File: src/rgs_pkg.sv
// rgs_pkg: constants shared by the receive gain, squelch and peak level logic
package rgs_pkg;
  // ==========================================================
  // clock and timing
  localparam int unsigned CLK_NS     = 50;
  localparam int unsigned SQ_WIN_NS  = 50000;
  localparam int unsigned SQ_DLY_PS  = 18880000;
  localparam int unsigned SQ_WIN_CYC = SQ_WIN_NS / CLK_NS;
  localparam int unsigned SQ_DLY_CYC = (SQ_DLY_PS + CLK_NS * 1000 - 1) / (CLK_NS * 1000);
  // ==========================================================
  // register byte offsets
  localparam logic [7:0] OFS_CFG  = 8'h00;
  localparam logic [7:0] OFS_CMD  = 8'h04;
  localparam logic [7:0] OFS_STAT = 8'h08;
  // ==========================================================
  // config register fields
  localparam int unsigned CFG_AGC_EN   = 0;
  localparam int unsigned CFG_AGC_MODE = 1;
  localparam int unsigned CFG_AGC_ALG  = 2;
  localparam int unsigned CFG_SQ_DYN   = 3;
  localparam int unsigned CFG_CLIP     = 4;
  localparam int unsigned CFG_PEER_GF  = 5;
  localparam int unsigned CFG_PEER_MD  = 6;
  localparam int unsigned CFG_MAN_LSB  = 8;
  localparam logic [11:0] CFG_RST      = 12'h005;
  // ==========================================================
  // command register bits, write one to fire
  localparam int unsigned CMD_SQUELCH  = 0;
  localparam int unsigned CMD_RESTORE  = 1;
  localparam int unsigned CMD_PK_CLR   = 2;
  localparam int unsigned CMD_PRESET   = 3;
  // ==========================================================
  // status register fields
  localparam int unsigned STAT_GAIN_LSB = 0;
  localparam int unsigned STAT_CAPT_LSB = 4;
  localparam int unsigned STAT_PEAK_LSB = 8;
  localparam int unsigned STAT_SQ_BUSY  = 12;
  // ==========================================================
  // gain state and output codes, peak, pulse and squelch limits, squelch states
  localparam logic [3:0] GAIN_MAX   = 4'ha;
  localparam logic [3:0] GAIN_WIN   = 4'h4;
  localparam logic [3:0] GAIN_ZERO  = 4'h0;
  localparam logic [2:0] WIN_MAX    = 3'h4;
  localparam logic [2:0] PEER_RED   = 3'h2;
  localparam logic [3:0] PEAK_MAX   = 4'hd;
  localparam logic [3:0] SUBC_AGC   = 4'h8;
  localparam logic [1:0] SQ_THRESH  = 2'h2;

  typedef enum logic [2:0] {
    RGS_SQ_IDLE = 3'b001,
    RGS_SQ_DLY  = 3'b010,
    RGS_SQ_RUN  = 3'b100
  } rgs_sq_st_t;
endpackage : rgs_pkg

File: src/rgs_edge_det.sv
// rgs_edge_det: synchroniser and both-edge detector for a comparator output
module rgs_edge_det
  import rgs_pkg::*;
(
  // clock and reset
  input  wire logic mclk,
  input  wire logic rst,
  // comparator pin and detected transition
  input  wire logic din,
  output logic      edge_p
);
  logic s1_q;
  logic s2_q;
  logic s3_q;

  // ==========================================================
  // two flops before any logic looks at the pin
  always_ff @(posedge mclk)
  begin
    if (rst)
    begin
      s1_q <= 1'b0;
      s2_q <= 1'b0;
      s3_q <= 1'b0;
    end
    else
    begin
      s1_q <= din;
      s2_q <= s1_q;
      s3_q <= s2_q;
    end
  end

  assign edge_p = s2_q ^ s3_q;
endmodule : rgs_edge_det

File: src/rgs_gain_ctrl.sv
// rgs_gain_ctrl: squelch, gain control and peak level meter with APB registers
// ==========================================================
// What this block does
// squelch counts transitions per window, steps gain
// squelch stops at two or fewer, or maximum
// restore command drops squelch gain reduction
// dynamic squelch starts after delay, ends at mask
// squelch command only while receive is off
// gain control starts on receive rise, resets on fall
// receive fall captures gain into readable state
// gain control reduces while wide comparator toggles
// enable, mode and algorithm bits govern gain control
// mode selects whole receive or eight pulses
// algorithm starts at code four or zero
// reset: enabled, whole receive, preset start
// host picks preset for short frame starts
// peak meter runs in receive, holds otherwise
// peak hold restarts when gain control reduces
// four-bit peak code, never above thirteen
// peak clear command zeroes and restarts meter
// filter preset loads peer receive settings
// clip bit enables limiting after stages
// forced peer gain fixes reduction, maximum window
// eleven gain steps: window then stage reduction
// restore loads manual gain into shadow state
// host disables gain control during anticollision
// both comparator edges counted after synchronising
module rgs_gain_ctrl
  import rgs_pkg::*;
(
  // clock and reset
  input  wire logic        mclk,
  input  wire logic        rst,
  // apb slave
  input  wire logic        psel,
  input  wire logic        penable,
  input  wire logic        pwrite,
  input  wire logic [7:0]  paddr,
  input  wire logic [31:0] pwdata,
  output logic      [31:0] prdata,
  output logic             pready,
  output logic             pslverr,
  // receive framing, same clock
  input  wire logic        rx_on,
  input  wire logic        tx_end,
  input  wire logic        mask_rx_exp,
  input  wire logic        subc_pulse,
  // analog comparators and level codes, asynchronous
  input  wire logic        dig_cmp,
  input  wire logic        agc_cmp,
  input  wire logic [3:0]  lvl_a,
  input  wire logic [3:0]  lvl_b,
  // analog gain controls
  output logic      [3:0]  gain_state,
  output logic      [2:0]  dig_win,
  output logic      [2:0]  stage23_red,
  output logic             clip_en
);
  // ==========================================================
  // declarations
  rgs_sq_st_t  st_q;
  rgs_sq_st_t  st_d;
  logic [11:0] cfg_q;
  logic [3:0]  gain_q;
  logic [3:0]  base_q;
  logic [3:0]  capt_q;
  logic [3:0]  peak_q;
  logic [3:0]  subc_q;
  logic [9:0]  win_q;
  logic [8:0]  dly_q;
  logic [1:0]  tcnt_q;
  logic        rx_on_q;
  logic [3:0]  lvl_a1_q;
  logic [3:0]  lvl_a2_q;
  logic [3:0]  lvl_b1_q;
  logic [3:0]  lvl_b2_q;
  logic        dig_edge;
  logic        agc_edge;

  // ==========================================================
  // comparator edge detectors
  rgs_edge_det u_dig (
    .mclk   (mclk),
    .rst    (rst),
    .din    (dig_cmp),
    .edge_p (dig_edge)
  );

  rgs_edge_det u_agc (
    .mclk   (mclk),
    .rst    (rst),
    .din    (agc_cmp),
    .edge_p (agc_edge)
  );

  // ==========================================================
  // apb decode
  wire acc      = psel & penable & pready;
  wire wr       = acc & pwrite;
  wire hit_cfg  = (paddr == OFS_CFG);
  wire hit_cmd  = (paddr == OFS_CMD);
  wire hit_stat = (paddr == OFS_STAT);
  wire mapped   = hit_cfg | hit_cmd | hit_stat;
  wire wr_cfg   = wr & hit_cfg;
  wire wr_cmd   = wr & hit_cmd;
  wire cmd_sq   = wr_cmd & pwdata[CMD_SQUELCH];
  wire cmd_rst  = wr_cmd & pwdata[CMD_RESTORE];
  wire cmd_pclr = wr_cmd & pwdata[CMD_PK_CLR];
  wire cmd_pre  = wr_cmd & pwdata[CMD_PRESET];

  wire [3:0]  man_gain = cfg_q[CFG_MAN_LSB +: 4];
  wire        agc_en   = cfg_q[CFG_AGC_EN];
  wire        agc_alg  = cfg_q[CFG_AGC_ALG];
  wire [31:0] stat_w   = {19'h00000, (st_q != RGS_SQ_IDLE), peak_q, capt_q, gain_q};
  wire [31:0] rd_w     = hit_cfg  ? {20'h00000, cfg_q} :
                         hit_stat ? stat_w : 32'h00000000;

  // ==========================================================
  // receive edges and squelch window
  wire rx_rise  = rx_on & ~rx_on_q;
  wire rx_fall  = ~rx_on & rx_on_q;
  wire win_end  = (st_q == RGS_SQ_RUN) && (win_q == 10'(SQ_WIN_CYC - 1));
  wire sq_noisy = tcnt_q > SQ_THRESH;
  wire sq_step  = win_end & sq_noisy & (gain_q < GAIN_MAX);
  // ==========================================================
  // gain control activity
  wire agc_act  = agc_en & rx_on_q & rx_on & (~cfg_q[CFG_AGC_MODE] | (subc_q < SUBC_AGC));
  wire agc_step = agc_act & agc_edge & (gain_q < GAIN_MAX);
  wire [3:0] agc_start = agc_alg ? GAIN_WIN : GAIN_ZERO;
  wire [3:0] lvl_max   = (lvl_a2_q > lvl_b2_q) ? lvl_a2_q : lvl_b2_q;
  wire [3:0] lvl_cl    = (lvl_max > PEAK_MAX) ? PEAK_MAX : lvl_max;

  // ==========================================================
  // apb answer: one access cycle, no wait from the master's view
  always_ff @(posedge mclk)
  begin
    if (rst)
    begin
      pready  <= 1'b0;
      pslverr <= 1'b0;
      prdata  <= 32'h00000000;
    end
    else
    begin
      pready  <= psel & ~penable;
      pslverr <= psel & ~penable & ~mapped;
      prdata  <= (psel & ~penable & ~pwrite) ? rd_w : 32'h00000000;
    end
  end

  // ==========================================================
  // configuration register
  always_ff @(posedge mclk)
  begin
    if (rst)
      cfg_q <= CFG_RST;
    else if (wr_cfg)
      cfg_q <= {pwdata[11:8], 1'b0, pwdata[6:0]};
    else if (cmd_pre & cfg_q[CFG_PEER_MD])
    begin
      cfg_q[CFG_CLIP]    <= 1'b1;
      cfg_q[CFG_PEER_GF] <= 1'b1;
    end
  end

  // ==========================================================
  // synchronisers for level codes; quasi-static between samples
  always_ff @(posedge mclk)
  begin
    if (rst)
    begin
      lvl_a1_q <= 4'h0;
      lvl_a2_q <= 4'h0;
      lvl_b1_q <= 4'h0;
      lvl_b2_q <= 4'h0;
      rx_on_q  <= 1'b0;
    end
    else
    begin
      lvl_a1_q <= lvl_a;
      lvl_a2_q <= lvl_a1_q;
      lvl_b1_q <= lvl_b;
      lvl_b2_q <= lvl_b1_q;
      rx_on_q  <= rx_on;
    end
  end

  // ==========================================================
  // squelch state machine
  always_comb
  begin
    st_d = st_q;
    case (st_q)
      RGS_SQ_IDLE:
        if (cmd_sq & ~rx_on)
          st_d = RGS_SQ_RUN;
        else if (tx_end & cfg_q[CFG_SQ_DYN])
          st_d = RGS_SQ_DLY;
      RGS_SQ_DLY:
        if (mask_rx_exp)
          st_d = RGS_SQ_IDLE;
        else if (dly_q == 9'(SQ_DLY_CYC - 1))
          st_d = RGS_SQ_RUN;
      RGS_SQ_RUN:
        if (mask_rx_exp | cmd_rst)
          st_d = RGS_SQ_IDLE;
        else if (win_end & ~sq_step)
          st_d = RGS_SQ_IDLE;
      default:
        st_d = RGS_SQ_IDLE;
    endcase
  end

  always_ff @(posedge mclk)
  begin
    if (rst)
      st_q <= RGS_SQ_IDLE;
    else
      st_q <= st_d;
  end

  // ==========================================================
  // squelch counters; window restarts after each step
  always_ff @(posedge mclk)
  begin
    if (rst || st_q != RGS_SQ_DLY)
      dly_q <= 9'h000;
    else
      dly_q <= dly_q + 9'h001;
  end

  always_ff @(posedge mclk)
  begin
    if (rst || st_q != RGS_SQ_RUN || win_end)
    begin
      win_q  <= 10'h000;
      tcnt_q <= 2'h0;
    end
    else
    begin
      win_q <= win_q + 10'h001;
      if (dig_edge && tcnt_q != 2'h3)
        tcnt_q <= tcnt_q + 2'h1;
    end
  end

  // ==========================================================
  // sub-carrier pulse count within one reception
  always_ff @(posedge mclk)
  begin
    if (rst || rx_rise)
      subc_q <= 4'h0;
    else if (rx_on && subc_pulse && subc_q != SUBC_AGC)
      subc_q <= subc_q + 4'h1;
  end

  // ==========================================================
  // shadow gain: squelch accumulates, restore reloads manual value
  always_ff @(posedge mclk)
  begin
    if (rst)
      base_q <= GAIN_ZERO;
    else if (cmd_rst)
      base_q <= man_gain;
    else if (sq_step)
      base_q <= gain_q + 4'h1;
  end

  // ==========================================================
  // live gain state
  always_ff @(posedge mclk)
  begin
    if (rst)
      gain_q <= GAIN_ZERO;
    else if (cmd_rst)
      gain_q <= man_gain;
    else if (sq_step)
      gain_q <= gain_q + 4'h1;
    else if (rx_rise & agc_en)
      gain_q <= agc_start;
    else if (rx_fall)
      gain_q <= base_q;
    else if (agc_step)
      gain_q <= gain_q + 4'h1;
  end

  always_ff @(posedge mclk)
  begin
    if (rst)
      capt_q <= GAIN_ZERO;
    else if (rx_fall)
      capt_q <= gain_q;
  end

  // ==========================================================
  // peak hold meter; clear wins over any update
  always_ff @(posedge mclk)
  begin
    if (rst || cmd_pclr)
      peak_q <= 4'h0;
    else if (rx_rise || agc_step)
      peak_q <= 4'h0;
    else if (rx_on && rx_on_q && lvl_cl > peak_q)
      peak_q <= lvl_cl;
  end

  // ==========================================================
  // analog gain outputs; window saturates before stage reduction
  wire [2:0] win_c = (gain_q > GAIN_WIN) ? WIN_MAX : gain_q[2:0];
  wire [2:0] red_c = (gain_q > GAIN_WIN) ? 3'(gain_q - GAIN_WIN) : 3'h0;

  always_ff @(posedge mclk)
  begin
    if (rst)
    begin
      gain_state  <= GAIN_ZERO;
      dig_win     <= 3'h0;
      stage23_red <= 3'h0;
      clip_en     <= 1'b0;
    end
    else
    begin
      gain_state  <= gain_q;
      dig_win     <= cfg_q[CFG_PEER_GF] ? WIN_MAX : win_c;
      stage23_red <= cfg_q[CFG_PEER_GF] ? PEER_RED : red_c;
      clip_en     <= cfg_q[CFG_CLIP];
    end
  end
endmodule : rgs_gain_ctrl

File: config.mk
export PLATFORM = sky130hd
export DESIGN_NAME = rgs_gain_ctrl
export DESIGN_NICKNAME = d
export VERILOG_FILES = /design/src/rgs_pkg.sv /design/src/rgs_edge_det.sv /design/src/rgs_gain_ctrl.sv
export SDC_FILE = /design/constraint.sdc
export NUM_CORES = 1
export LEC_CHECK = 0
export BUFFER_PORTS_ARGS = -buffer_cell sky130_fd_sc_hd__buf_2
export CORE_MARGIN = 3
export CORE_UTILIZATION = 58
export CTS_BUF_LIST = sky130_fd_sc_hd__clkbuf_16
export DETAILED_ROUTE_END_ITERATION = 8
export PLACE_DENSITY_LB_ADDON = 0.05
export SLEW_MARGIN = 40
export SYNTH_ARGS = -nofsm -noshare
export SYNTH_HDL_FRONTEND = slang
export SYNTH_SLANG_ARGS = --single-unit
File: constraint.sdc
create_clock -name mclk -period 7.9 [get_ports mclk]
set_input_delay 0.79 -clock mclk [delete_from_list [all_inputs] [get_ports mclk]]
set_output_delay 0.79 -clock mclk [all_outputs]
set_load 0.01 [all_outputs]
==> results.json, run 1 <==
{
  "fin_crit_ns": 3.41,
  "async_flop_share_pct": 0,
  "clkSinkCount": 104,
  "yosysUniqueCellTypes": 54,
  "vdd_drop_max_uv": 155,
  "cts_buffers": 9,
  "gp_congestion": 0.909,
  "initial_utilization_pct": 60.6,
  "clkTransAtPathRegs_ns": 0.07,
  "crit_arrival_ns": 3.65,
  "maxCapViolCount": 0,
  "grt_overflow_total": 0,
  "layout-drive-gt1-share_pct": 17.0,
  "p_clk_share_pct": 42.1,
  "yosysWarnings": 0,
  "critPathLaunchType": "flip-flop",
  "vias": 3325,
  "area_delta_synth_final_pct": 13.3,
  "wl_um": 8580,
  "first_iter_violations": 190,
  "slew_headroom_pct": 58.2,
  "tightest_slew_ns": 0.620,
  "synth_cells": 480,
  "grt_util_all_layers_pct": 21.1,
  "critical-path-slowest-cell": "o2111ai_1",
  "synthTopCellsByArea": "dfxtp_1 47%, nor2_1 5.1%, nor2b_1 4.6%",
  "path_common_cell": "o21a_1",
  "timing.final.ws_setup_ns": 4.49,
  "avgSynthCellArea_um2": 9.30,
  "h-tree-depth": 3,
  "synth_top_cell_by_area": "dfxtp_1",
  "cts_root_buffer": "clkbuf_16",
  "first_global_vias": 3191,
  "setup_tns_ns": 0,
  "swShare_pct": 23.0,
  "clock.fmax_mhz": 294,
  "clock_latency_ns": 0.34,
  "wl_met1_um": 3950,
  "final_max_slew_viol_count": 0,
  "cts_buffer_depth": 2,
  "combinationalPowerShare_pct": 6.7,
  "final-hold-violation-count": 0,
  "synth_edf_count": 0,
  "cp-end-kind": "flip-flop",
  "fp.dieH_um": 93.7,
  "internal_power_uw": 815,
  "dp_hpwl_um": 6070,
  "ys_seq_elements": 104,
  "grt_pass1_wl_um": 14800,
  "viasPerCell": 5.20,
  "port_buffers": 63,
  "wl_met2_um": 3980,
  "rsz0062_at_grt": "no",
  "fp.dieW_um": 93.7,
  "synth_top_area_share_pct": 46.6,
  "seqPwrFrac_pct": 51.3,
  "ant_nets": 0,
  "wl_met3_um": 490,
  "dp_slack_ns": 4.55,
  "io_pins": 104,
  "crit_path_max_fanout": 6,
  "cpPeakStageDelay_ns": 0.43,
  "cts_setup_buffers": 0,
  "synth_flop_cell": "dfxtp_1",
  "hold_path.class": "flip-flop to flip-flop",
  "path_buf_inv": 1,
  "avgRoutedWirePerCell_um": 13.4,
  "setup_viol": 0,
  "synth_area_mm2": 0.00447,
  "n_antenna_cell": 0,
  "cts_tree": "built",
  "finalCritPeriodShare_pct": 43.1,
  "fin_nets": 611,
  "antenna_found_initial": 0,
  "drc": 0,
  "path_cells": "inv_1, ha_1, nor2b_1, o21a_1, o21a_1, o21ai_1, mux2i_1, ha_1, nor2b_1, o21a_1, o21a_1, o2111ai_1, a21o_1, o21ba_2",
  "required_ns": 8.14,
  "skew_ns": 0.00630,
  "worstSetupPathType": "flip-flop to flip-flop",
  "cts_hold_buf": 0,
  "dieArea_mm2": 0.00879,
  "status": "finished, final reports clean",
  "grt_max_degree": 60,
  "core-area_mm2": 0.00737,
  "path_delay_family": "compound AO/OA/AOI/OAI gates",
  "p_leak_uw": 0.00210,
  "fill_cells": 597,
  "ys_seq_area_share_pct": 46.6,
  "p_per_area_mw_per_mm2": 209,
  "rows": 31,
  "post_cts_resized": 0,
  "whs_ns": 0.435,
  "p_sw_uw": 244,
  "highest_layer": "met4",
  "drt_pass1_iterations": 4
}
==> Yosys cell counts, types with 9 or more instances <==
cell type and n:
ha_1 16, nor2b_1 33, buf_4 20, a21oi_1 19, o21ai_0 10, nand2_1 28, nand3_1 13, mux2i_1 20
nor2_1 61, xor2_1 11, and3_1 9, inv_1 17, clkbuf_1 9, xnor2_1 12, dfxtp_1 104
==> stage by stage <==
stage,total power [uW],utilization (%),area [um^2],std cells
after global routing,1100,68.7,5060,640
after global placement,623,64.6,4760,624
after floorplan,609,-,4530,498
after CTS,1070,68.7,5060,640
final,1060,68.7,5060,640
after detailed placement,625,64.6,4760,624
==> worst register-to-register path, delay by kind of cell, from the launching register on <==
family / cells / cell delay, ns
mux: 1 / 0.34
buf+inv: 1 / 0.05
compound gates: 8 / 1.74
flops: 1 / 0.34
fa+ha+maj: 2 / 0.58
simple gates: 2 / 0.28
==> placed cells by master (no fill, tap or decap), types with 10 or more instances in the layout <==
| master | netlist | final |
|---|---|---|
| a21oi_1 | 19 | 19 |
| buf_2 | 5 | 63 |
| conb_1 | 1 | 19 |
| dfxtp_1 | 104 | 104 |
| ha_1 | 16 | 16 |
| inv_1 | 17 | 17 |
| mux2i_1 | 20 | 20 |
| nand2_1 | 28 | 28 |
| nand3_1 | 13 | 13 |
| nor2_1 | 61 | 61 |
| nor2b_1 | 33 | 33 |
| o21ai_0 | 10 | 10 |
| xnor2_1 | 12 | 12 |
| xor2_1 | 11 | 11 |
==> final timing paths <==
check,start,end,slack (ns),cells past startpoint
min,lvl_b1_q[2]$_SDFF_PP0_,lvl_b2_q[2]$_SDFF_PP0_,0.43,1
max reg2reg,lvl_b2_q[1]$_SDFF_PP0_,peak_q[1]$_SDFFE_PP0P_,4.49,14
max,lvl_b2_q[1]$_SDFF_PP0_,peak_q[1]$_SDFFE_PP0P_,4.49,14
min reg2reg,lvl_b1_q[2]$_SDFF_PP0_,lvl_b2_q[2]$_SDFF_PP0_,0.43,1
==> cells by family (layout without fill, tap and decap cells) <==
family / count (synthesis) / after routing / synth area share [%]
compound gates: 70 / 70 / 10.2
xor+xnor: 23 / 23 / 4.51
fa+ha+maj: 16 / 16 / 4.48
buf+inv: 54 / 97 / 6.36
flops: 104 / 104 / 46.6
mux: 23 / 23 / 5.24
other cells: 1 / 19 / 0.0840
simple gates: 189 / 189 / 22.5
==> per-layer routing <==
metal  global-route usage [%]  vias up
met2                     35.5       95
met5                        0        -
met1                     26.4     1513
met4                     7.70        0
li1                         -     1700
met3                     4.49       17
==> registers in the layout (all words and copies together), names as in the netlist, 2 cells and up <==
register     cells
stage23_red      3
dig_win          3
subc_q           4
lvl_b2_q         4
cfg_q           11
dly_q            9
gain_state       4
st_q             3
tcnt_q           2
capt_q           4
lvl_b1_q         4
lvl_a1_q         4
prdata          13
lvl_a2_q         4
peak_q           4
win_q           10
base_q           4
gain_q           4
==> power groups by stage <==
stage                     combinational [uW]  clock, uW  sequential (uW)
after global placement                  68.7          0              554
final                                   70.6        445              543
after global routing                    80.1        474              544
after floorplan                         57.1          0              552
after detailed placement                70.1          0              555
after CTS                               70.5        455              543
==> final cells by class <==
type | count | area [um^2] | share of cell area [%]
clock inverter | 7 | 76.3 | 1.51
tap | 99 | 124 | 2.45
sequential | 104 | 2080 | 41.1
multi-input combinational | 340 | 2170 | 42.8
inverter | 17 | 63.8 | 1.26
timing repair buffer | 64 | 323 | 6.38
clock buffer | 9 | 225 | 4.45
Power figures use the tool's default switching activity.
==> inputs of run 2 (changes only) <==
--- a/config.mk
+++ b/config.mk
@@ -7,7 +7,7 @@
 export LEC_CHECK = 0
 export BUFFER_PORTS_ARGS = -buffer_cell sky130_fd_sc_hd__buf_2
 export CORE_MARGIN = 3
-export CORE_UTILIZATION = 58
+export CORE_UTILIZATION = 53
 export CTS_BUF_LIST = sky130_fd_sc_hd__clkbuf_16
 export DETAILED_ROUTE_END_ITERATION = 8
 export PLACE_DENSITY_LB_ADDON = 0.05
==> constraint.sdc (replaced) <==
create_clock -name mclk -period 3.4 [get_ports mclk]
set_input_delay 0.34 -clock mclk [delete_from_list [all_inputs] [get_ports mclk]]
set_output_delay 0.34 -clock mclk [all_outputs]
set_load 0.01 [all_outputs]
==> run 2 against run 1 <==
Against the previous run: first-iteration DRC count decreased by 33%; non-clock buffer count increased by 1; final cell count increased by 0.47%; sequential power increased by 130%; via count decreased by 0.54%; critical path depth increased by 1; utilization decreased by 5.1 points; die area increased by 8.8%; combinational power increased by 140%; total power increased by 130%; sequential cell count unchanged; critical path type unchanged; largest cell class unchanged; largest power group unchanged.
==> results.json, run 2 (same netlist as run 1, synthesis figures left out) <==
{
  "status": "finished, final reports clean",
  "path_cells": "inv_1, ha_1, nor2b_1, o21a_1, o21a_1, o21ai_2, mux2i_1, ha_1, nor2b_1, o21a_1, o21a_1, o2111ai_1, buf_4, a21o_1, o21ba_2",
  "gp_congestion": 0.874,
  "fp.dieH_um": 97.8,
  "avgRoutedWirePerCell_um": 13.2,
  "viasPerCell": 5.14,
  "cts_tree": "built",
  "rows": 32,
  "final-hold-violation-count": 0,
  "clock.fmax_mhz": 322,
  "required_ns": 3.63,
  "antenna_found_initial": 0,
  "hold_end": "lvl_b1_q[3]$_SDFF_PP0_",
  "drt_pass1_iterations": 4,
  "drc": 0,
  "whs_ns": 0.208,
  "io_pins": 104,
  "cts_buffer_depth": 2,
  "ff2ff_path_depth": 15,
  "grt_util_all_layers_pct": 18.6,
  "hold_path.class": "primary input to flip-flop",
  "mostFrequentLayoutCells": "104 x dfxtp_1, 63 x buf_2, 61 x nor2_1, 33 x nor2b_1, 28 x nand2_1",
  "clock_latency_ns": 0.34,
  "fin_nets": 612,
  "path_delay_family": "compound AO/OA/AOI/OAI gates",
  "path_buf_inv": 2,
  "layout-drive-gt1-share_pct": 17.4,
  "ant_nets": 0,
  "hold_depth": 2,
  "dp_hpwl_um": 6260,
  "setup_tns_ns": 0,
  "fp.dieW_um": 97.8,
  "wl_um": 8510,
  "layout.cells.non_filler": 643,
  "vdd_drop_max_uv": 376,
  "largest_reg_flops": 13,
  "p_per_area_mw_per_mm2": 481,
  "n_antenna_cell": 0,
  "maxCapViolCount": 0,
  "largest-register": "prdata",
  "initial_utilization_pct": 56.0,
  "slew_headroom_pct": 56.5,
  "skew_ns": 0.00574,
  "critical-path-slowest-cell": "dfxtp_1",
  "grt_overflow_total": 0,
  "area_delta_synth_final_pct": 13.5,
  "h-tree-depth": 3,
  "cts_buffers": 9,
  "crit_arrival_ns": 3.34,
  "fill_cells": 701,
  "r2r_setup_slack_ns": 0.29,
  "grt_max_degree": 38,
  "clkTransAtPathRegs_ns": 0.07,
  "cp-end-kind": "flip-flop",
  "rsz0062_at_grt": "no",
  "crit_path_max_fanout": 6,
  "tightest_slew_ns": 0.645,
  "clkSinkCount": 104,
  "first_iter_violations": 127,
  "dp_slack_ns": 0.172,
  "worstSetupPathType": "flip-flop to flip-flop",
  "cpPeakStageDelay_ns": 0.35,
  "critPathLaunchType": "flip-flop",
  "layout_commonest_cell": "dfxtp_1",
  "multi_input_area_mm2": 0.00217,
  "dieArea_mm2": 0.00956,
  "final_max_slew_viol_count": 0,
  "reg_top3": "prdata (13), cfg_q (11), win_q (10)",
  "reg2reg_from": "lvl_b2_q[1]$_SDFF_PP0_",
  "finalCritPeriodShare_pct": 91.4,
  "dp_cells": 628,
  "final_util_pct": 63.6,
  "hold_start": "lvl_b[3]",
  "p_leak_uw": 0.00210,
  "setup_viol": 0,
  "grt_pass1_wl_um": 14700,
  "seq_area_mm2": 0.00208,
  "timing.final.ws_setup_ns": 0.291,
  "fin_crit_ns": 3.11,
  "core-area_mm2": 0.00797,
  "cts_root_buffer": "clkbuf_16",
  "port_buffers": 63,
  "reg2reg_to": "peak_q[1]$_SDFFE_PP0P_",
  "path_common_cell": "o21a_1",
  "vias": 3307,
  "first_global_vias": 3112
}
==> run 2: changes by cell type in the layout (fill, tap and decap cells not counted) <==
| cell | previous run | this run |
|---|---|---|
| buf_4 | 1 | 2 |
| clkinv_4 | 1 | 0 |
| inv_8 | 1 | 0 |
| o21ai_1 | 3 | 2 |
| clkinv_1 | 1 | 0 |
| clkinvlp_4 | 0 | 2 |
| o21ai_2 | 0 | 1 |
==> run 2: timing repair <==
| item | in CTS | in global routing |
|---|---|---|
| buffers inserted | 0 | 0 |
| hold buffers | 0 | 0 |
| gates resized for setup | 0 | 1 |
| endpoints found under the setup margin | 0 | 1 |
==> run 2: cell type report <==
type,count,area share [%]
clock buffer,9,4.44
clock inverter,6,1.33
inverter,17,1.26
multi-input combinational,340,42.8
sequential,104,41.1
tap,102,2.52
timing repair buffer,65,6.52
==> run 2: stage by stage <==
stage / cell area [um^2] / power (uW)
floorplan: 4530 / 1410
global placement: 4770 / 1450
detailed placement: 4770 / 1450
CTS: 5060 / 2470
global route: 5070 / 2540
finish: 5070 / 2440
==> run 2: routing by layer <==
| layer | up-vias | global-route usage (%) | wire length [um] |
|---|---|---|---|
| li1 | 1705 | - | - |
| met1 | 1504 | 24.3 | 4100 |
| met2 | 88 | 30.2 | 3870 |
| met3 | 10 | 5.71 | 434 |
| met4 | 0 | 4.58 | 104 |
| met5 | - | 0 | 0 |
==> run 2: report_power, final <==
group	switching, uW	internal (uW)
clock network	441	570
registers	18.1	1240
logic	91.6	74.8
==> run 2: worst max path at each step <==
stage                                   to  depth (start not counted)                    from  slack [ns]
finish              peak_q[1]$_SDFFE_PP0P_                         15  lvl_b2_q[1]$_SDFF_PP0_        0.29
floorplan           peak_q[1]$_SDFFE_PP0P_                         14  lvl_b2_q[1]$_SDFF_PP0_        0.36
detailed placement  peak_q[1]$_SDFFE_PP0P_                         15  lvl_b2_q[1]$_SDFF_PP0_        0.17
global placement    peak_q[1]$_SDFFE_PP0P_                         15  lvl_b2_q[1]$_SDFF_PP0_        0.28
CTS                 peak_q[1]$_SDFFE_PP0P_                         15  lvl_b2_q[1]$_SDFF_PP0_        0.14
global route        peak_q[1]$_SDFFE_PP0P_                         15  lvl_b2_q[1]$_SDFF_PP0_        0.09
